<file path="src/hw/base_clock_defs.svh">
// Constants of the serial base-clock selector: offsets, fields, resets.
// Assumes a 16-bit byte address and 8-bit register data.
`ifndef BASE_CLOCK_DEFS_SVH
`define BASE_CLOCK_DEFS_SVH

`define SEL_A_ADDR 16'hFF56
`define SEL_B_ADDR 16'hFF39
`define DIV_A_ADDR 16'hFF57
`define DIV_B_ADDR 16'hFF3E
`define STATUS_ADDR 16'hFF60

`define SEL_RESET 4'h0
`define DIV_RESET 8'hFF
`define SEL_LSB 0
`define SEL_MSB 3
`define UPPER_ZERO 4'h0
`define READ_IDLE 8'h00

`define CODE_MAX_DIV 4'hA
`define CODE_TIMER 4'hB
`define PRESCALE_BITS 10
`define COUNT_ONE 8'h01
`define COUNT_ZERO 8'h00

`endif

</file>
<file path="src/hw/base_clock_pkg.sv">
// Types shared by the selector top and its per-channel divider.
// Assumes base_clock_defs.svh for the numbers.
package base_clock_pkg;

	typedef logic [3:0] code_t;

	typedef struct packed
	{
		logic [9:0] prescale_count;
		logic timer_prev;
		logic [1:0][3:0] sel;
		logic [1:0][7:0] div;
		logic [7:0] rdata;
	} top_state_s;

	typedef struct packed
	{
		logic [7:0] count;
		logic phase;
		logic base_pulse;
		logic baud_tick;
	} chan_state_s;

endpackage

</file>
<file path="src/hw/chan_if.sv">
// Carrier between the selector top and one channel divider.
// Assumes both ends sit on the same clock.
`timescale 1ns/10ps
interface chan_if;
	base_clock_pkg::code_t code;
	logic [7:0] divisor;
	logic power;
	logic base_pulse;
	logic baud_tick;
	logic baud_phase;

	modport ctrl
	(
		output code,
		output divisor,
		output power,
		input base_pulse,
		input baud_tick,
		input baud_phase
	);

	modport chan
	(
		input code,
		input divisor,
		input power,
		output base_pulse,
		output baud_tick,
		output baud_phase
	);
endinterface

</file>
<file path="src/hw/base_clock_channel.sv">
// One channel: picks its base clock enable and runs the baud divider.
// Assumes prescale ticks and timer tick come from the top on clk.
`timescale 1ns/10ps
`include "base_clock_defs.svh"
module base_clock_channel
(
	input wire logic clk,
	input wire logic reset_n,
	input wire logic [10:0] prescale_tick,
	input wire logic timer_tick,
	chan_if.chan ch
);

	base_clock_pkg::chan_state_s state;
	base_clock_pkg::chan_state_s next_state;
	logic base;
	logic div_pulse;

	////////////////////////////////////////////////////////////////
	always_comb
	begin
		next_state = state;
		base = 1'b0;
		div_pulse = 1'b0;
		if (ch.code <= `CODE_MAX_DIV)
			base = prescale_tick[ch.code];
		else if (ch.code == `CODE_TIMER)
			base = timer_tick;
		next_state.base_pulse = base;
		next_state.baud_tick = 1'b0;
		if (!ch.power)
		begin
			next_state.count = `COUNT_ZERO;
			next_state.phase = 1'b0;
		end
		else if (base)
		begin
			if (state.count >= ch.divisor - `COUNT_ONE)
			begin
				div_pulse = 1'b1;
				next_state.count = `COUNT_ZERO;
				next_state.phase = !state.phase;
				next_state.baud_tick = state.phase;
			end
			else
				next_state.count = state.count + `COUNT_ONE;
		end
	end

	always_ff @(posedge clk or negedge reset_n)
	begin
		if (!reset_n)
			state <= '0;
		else
			state <= next_state;
	end

	assign ch.base_pulse = state.base_pulse;
	assign ch.baud_tick = state.baud_tick;
	assign ch.baud_phase = state.phase;
endmodule

</file>
<file path="src/hw/uart_base_clock_select.sv">
// Base-clock selector for two serial channels, with their baud dividers.
// Assumes a same-clock register master and same-clock timer output.
//
// Our own choice: the address-and-strobe port.
`timescale 1ns/10ps
`include "base_clock_defs.svh"
module uart_base_clock_select
#(
	parameter int CHANNELS = 2
)
(
	input wire logic clk,
	input wire logic reset_n,
	input wire logic [15:0] reg_addr,
	input wire logic [7:0] reg_wdata,
	input wire logic reg_wr,
	input wire logic reg_rd,
	output logic [7:0] reg_rdata,
	input wire logic [1:0] channel_power_on,
	input wire logic timer_fifty_output,
	output logic [1:0] serial_base_clock,
	output logic [1:0] baud_tick
);

	base_clock_pkg::top_state_s state;
	base_clock_pkg::top_state_s next_state;
	logic [10:0] prescale_tick;
	logic timer_tick;
	logic [7:0] status;
	logic [7:0] read_mux;

	chan_if ch[CHANNELS]();

	////////////////////////////////////////////////////////////////
	// Free-running prescaler: never cleared by register writes, so a
	// refresh of an unchanged code cannot shift the tick phase.
	assign prescale_tick[0] = 1'b1;

	genvar gi;
	generate
		for (gi = 1; gi <= `PRESCALE_BITS; gi++)
		begin : g_tick
			assign prescale_tick[gi] = &state.prescale_count[gi - 1:0];
		end
	endgenerate

	// Taken straight from the timer, independent of its pin function
	assign timer_tick = timer_fifty_output && !state.timer_prev;

	////////////////////////////////////////////////////////////////
	// Per-channel selector and divider
	generate
		for (gi = 0; gi < CHANNELS; gi++)
		begin : g_chan
			assign ch[gi].code = state.sel[gi];
			assign ch[gi].divisor = state.div[gi];
			assign ch[gi].power = channel_power_on[gi];
			assign serial_base_clock[gi] = ch[gi].base_pulse;
			assign baud_tick[gi] = ch[gi].baud_tick;

			base_clock_channel u_chan
			(
				.clk(clk),
				.reset_n(reset_n),
				.prescale_tick(prescale_tick),
				.timer_tick(timer_tick),
				.ch(ch[gi])
			);
		end
	endgenerate

	// Prohibited-code flags and divider phases, read-only
	assign status =
	{
		`UPPER_ZERO,
		ch[1].baud_phase,
		ch[0].baud_phase,
		state.sel[1] > `CODE_TIMER,
		state.sel[0] > `CODE_TIMER
	};

	////////////////////////////////////////////////////////////////
	// Register read decode
	always_comb
	begin
		read_mux = `READ_IDLE;
		if (reg_addr == `SEL_A_ADDR)
			read_mux = {`UPPER_ZERO, state.sel[0]};
		else if (reg_addr == `SEL_B_ADDR)
			read_mux = {`UPPER_ZERO, state.sel[1]};
		else if (reg_addr == `DIV_A_ADDR)
			read_mux = state.div[0];
		else if (reg_addr == `DIV_B_ADDR)
			read_mux = state.div[1];
		else if (reg_addr == `STATUS_ADDR)
			read_mux = status;
		else
			read_mux = `READ_IDLE;
	end

	////////////////////////////////////////////////////////////////
	// Next state. A write of a new code while powered is taken as
	// written; keeping the channel off then is software's duty.
	always_comb
	begin
		next_state = state;
		next_state.prescale_count = state.prescale_count + 10'h001;
		next_state.timer_prev = timer_fifty_output;
		next_state.rdata = reg_rd ? read_mux : `READ_IDLE;
		if (reg_wr)
		begin
			if (reg_addr == `SEL_A_ADDR)
				next_state.sel[0] = reg_wdata[`SEL_MSB:`SEL_LSB];
			else if (reg_addr == `SEL_B_ADDR)
				next_state.sel[1] = reg_wdata[`SEL_MSB:`SEL_LSB];
			else if (reg_addr == `DIV_A_ADDR)
				next_state.div[0] = reg_wdata;
			else if (reg_addr == `DIV_B_ADDR)
				next_state.div[1] = reg_wdata;
		end
	end

	always_ff @(posedge clk or negedge reset_n)
	begin
		if (!reset_n)
		begin
			state.prescale_count <= '0;
			state.timer_prev <= 1'b0;
			state.sel[0] <= `SEL_RESET;
			state.sel[1] <= `SEL_RESET;
			state.div[0] <= `DIV_RESET;
			state.div[1] <= `DIV_RESET;
			state.rdata <= `READ_IDLE;
		end
		else
			state <= next_state;
	end

	assign reg_rdata = state.rdata;
endmodule

</file>
<file path="config.mk">
export PLATFORM = sky130hd
export DESIGN_NAME = uart_base_clock_select
export DESIGN_NICKNAME = d
export VERILOG_FILES = /design/src/hw/base_clock_pkg.sv /design/src/hw/chan_if.sv /design/src/hw/base_clock_channel.sv /design/src/hw/uart_base_clock_select.sv
export VERILOG_INCLUDE_DIRS = /design/src /design/src/hw
export SDC_FILE = /design/constraint.sdc
export NUM_CORES = 1
export LEC_CHECK = 0
export ABC_AREA = 1
export BUFFER_PORTS_ARGS = -buffer_cell sky130_fd_sc_hd__clkbuf_2
export CAP_MARGIN = 5
export CELL_PAD_IN_SITES_DETAIL_PLACEMENT = 1
export CELL_PAD_IN_SITES_GLOBAL_PLACEMENT = 1
export CORE_UTILIZATION = 40
export CTS_BUF_LIST = sky130_fd_sc_hd__clkbuf_2
export CTS_CLUSTER_SIZE = 20
export DETAILED_ROUTE_END_ITERATION = 8
export GPL_ROUTABILITY_DRIVEN = 0
export PLACE_DENSITY = 0.83
export SETUP_SLACK_MARGIN = 0.3
export SYNTH_ARGS = -nofsm -noshare
export SYNTH_HDL_FRONTEND = slang
export SYNTH_SLANG_ARGS = --single-unit
</file>
<file path="constraint.sdc">
create_clock -name clk -period 3.4 [get_ports clk]
set_clock_uncertainty 0.1 [all_clocks]
set_input_delay 0.17 -clock clk [delete_from_list [all_inputs] [get_ports clk]]
set_output_delay 0.17 -clock clk [all_outputs]
set_load 0.01 [all_outputs]
</file>
==> metrics.yaml <==
run_status:
  status: "complete, no violations"
place:
  place_inst: 679
  dp_slack_ps: 784
  hpwl_um: 8090
  io_buffers: 42
hold_path:
  hold_class: "in2reg"
die:
  initial_core_util: 0.415
  ioPinCount: 43
  fp.dieH_um: 103
  die_w_um: 103
  die_area_um2: 10600
  rows: 36
  core_um2: 9860
yosys:
  dominantRegCellSynth: "dfrtp_1"
  synth.largest_area_cell: "dfrtp_1"
  synth_common_cells: "nand2_1, inv_1, nor2_1, dfrtp_1, nand3_1"
  syn_nets: 573
  synth_seq_area_share: 0.402
  synth_edf_count: 0
  synth_cells: 521
  synth_area_leaders: "dfrtp_1, nand2_1, dfstp_2"
  synth.most_common_cell: "nand2_1"
  yosysUniqueCellTypes: 35
  ys_seq_elements: 65
  netlist_area_um2: 4090
  synth_area_per_cell_um2: 7.85
  yosysWarningCount: 0
  ys_async_sr_fraction: 1.00
  synth_top_cell_area_share: 0.300
routing:
  routedWlPerCell_um: 15.1
  drt_wl_total_um: 10800
  dr.pass1.iters: 4
  wl_met2_um: 5280
  route.met3.wl_um: 368
  num_vias: 3616
  highest_layer: "met4"
  wl_met1_um: 4930
  drc: 0
  drt_iter0_drc: 121
  viasPerCell: 5.05
  antenna_left: 0
grt:
  grt_max_degree: 45
  grt_pass1_vias: 3850
  overflow: 0
  antenna_found_initial: 0
  grtUsageTotal: 0.226
  grt_pass1_wl_um: 18200
timing:
  post-route-period-util: 0.772
  fmax_ghz: 0.381
  finalCriticalPeriod_ps: 2630
  fin_setup_tns_ps: 0
  timing.final.ws_setup_ps: 775
  slew_viol_final: 0
  hold_viol: 0
  whs_ps: 81.3
  rsz0062_at_grt: "no"
  slew_headroom: 0.583
  setup_viol: 0
  max_slew.worst_pin.slew_ps: 623
final_layout:
  area_growth_pct: 13.7
  nets: 629
  fin_cells: 716
  drive_gt1_frac: 0.167
power:
  peakVddDrop_uv: 155
  total_power_mw: 1.37
  p_leak_nw: 2.41
  power_density_nw_per_um2: 294
setup_path:
  crit_fanout: 10
  cp-start-kind: "flip-flop"
  worst_ep_required_time_ps: 3730
  worstSetupEndpointType: "flip-flop"
  cp.arrival_ps: 2960
  criticalPathCategory: "reg2reg"
  r2r_setup_slack_ps: 770
clocking:
  cts_buffers: 9
  clk_pin_slew_ps: 180
  cts_setup_buffers: 0
  cts_resized: 0
  tritoncts: "yes"
  clk_path_buf_depth: 2
  htreeDepth: 3
  cts.root.buffer_cell: "clkbuf_2"
  cts.sinks: 65
  insertion_delay_ps: 540
run:
  maxCapViolations: 0
critical path: stages, from the launching register on:
cell and delay [ps]:
dfstp_2 580, inv_1 70, ha_1 220, nand2_1 110
nor3_1 60, xor2_1 150, inv_1 70, ha_1 270
nand2_1 60, nor2_1 140, nand4_1 100, nand3_1 300
nor2_1 110, nand3_1 90, o21ai_0 100
cells in the final DEF, fill, tap and decap left out, types with 2 or more instances in the layout:
cell type      Yosys  final
nand2_1          117    117
clkinv_2           1      3
o21bai_1           2      2
inv_2              3      3
dfstp_2           16     16
o21ai_2            8      8
o21ai_0           36     36
xnor2_1            6      6
nor2_1            60     60
o21ai_1            2      2
dfrtp_1           49     49
o21a_1             2      2
a21oi_1           13     13
nand3_1           46     46
clkinv_1           0      2
nor3_2             2      2
nand2_2            3      3
clkbuf_2           0     52
nand3b_1           2      2
ha_1              21     21
dlygate4sd3_1      0     20
inv_1             60     60
nand4_1           12     12
nor3_1             9      9
xor2_1            25     25
report_power, final:
part           switching, mW  internal [mW]
Sequential            0.0105          0.783
Combinational         0.0679         0.0434
Clock                  0.293          0.169
Total                  0.371          0.995
path summary, 6_finish.rpt:
kind                                   from                          to  cells past startpoint
setup / recovery           ch[0].divisor[0]  g_chan[0].u_chan.state[10]                     14
hold / removal                  reg_addr[3]                reg_rdata[3]                      7
setup reg to reg           ch[0].divisor[0]  g_chan[0].u_chan.state[10]                     14
hold reg to reg                   state[38]                   state[38]                      1
max in group asynchronous           reset_n                reg_rdata[6]                      4
min in group asynchronous           reset_n                reg_rdata[7]                      3
layout make-up:
type | count | area (um^2)
fillers | 1238 | 5210
multi-input cells | 374 | 2070
flip-flops and latches | 65 | 1650
repair buffers | 63 | 418
inverters | 64 | 241
well taps | 133 | 166
clock buffers | 11 | 55.1
clock inverters | 5 | 47.5
diodes | 1 | 2.50
per-stage QoR:
| step | instance area, um^2 | utilization |
|---|---|---|
| detailed placement | 4350 | 0.441 |
| global route | 4650 | 0.471 |
| global placement | 4350 | 0.441 |
| finish | 4650 | 0.472 |
| CTS | 4650 | 0.471 |
| floorplan | 4090 | - |
kinds of logic (layout without fill, tap and decap cells):
| group | Yosys count | count (layout) | synth area share |
|---|---|---|---|
| xor+xnor | 31 | 31 | 0.0664 |
| buf+inv | 82 | 143 | 0.0905 |
| flops | 65 | 65 | 0.402 |
| fa+ha+maj | 21 | 21 | 0.0642 |
| simple gates | 257 | 257 | 0.283 |
| other cells | 0 | 1 | 0 |
| compound gates | 65 | 65 | 0.0930 |
per-layer routing:
metal,vias to the layer above,GRT usage
met1,1743,0.280
li1,1790,-
met3,19,0.0522
met5,-,0
met2,64,0.387
met4,0,0.0769
sequential cells by signal, summed over array words and instances (netlist names):
register                     flops
state                           10
g_chan.u_chan.ch.baud_tick       2
g_chan.u_chan.ch.base_pulse      2
prescale_tick                    1
ch.divisor                      16
g_chan.u_chan.state             16
reg_rdata                        8
ch.code                          8
g_chan.u_chan.ch.baud_phase      2
repair_timing:
| item | CTS | global route |
|---|---|---|
| hold endpoints to repair | 73 | 0 |
| endpoints found under the setup margin | 0 | 0 |
| hold buffers | 20 | 0 |
Note: power is estimated with default switching activity, not from simulation.
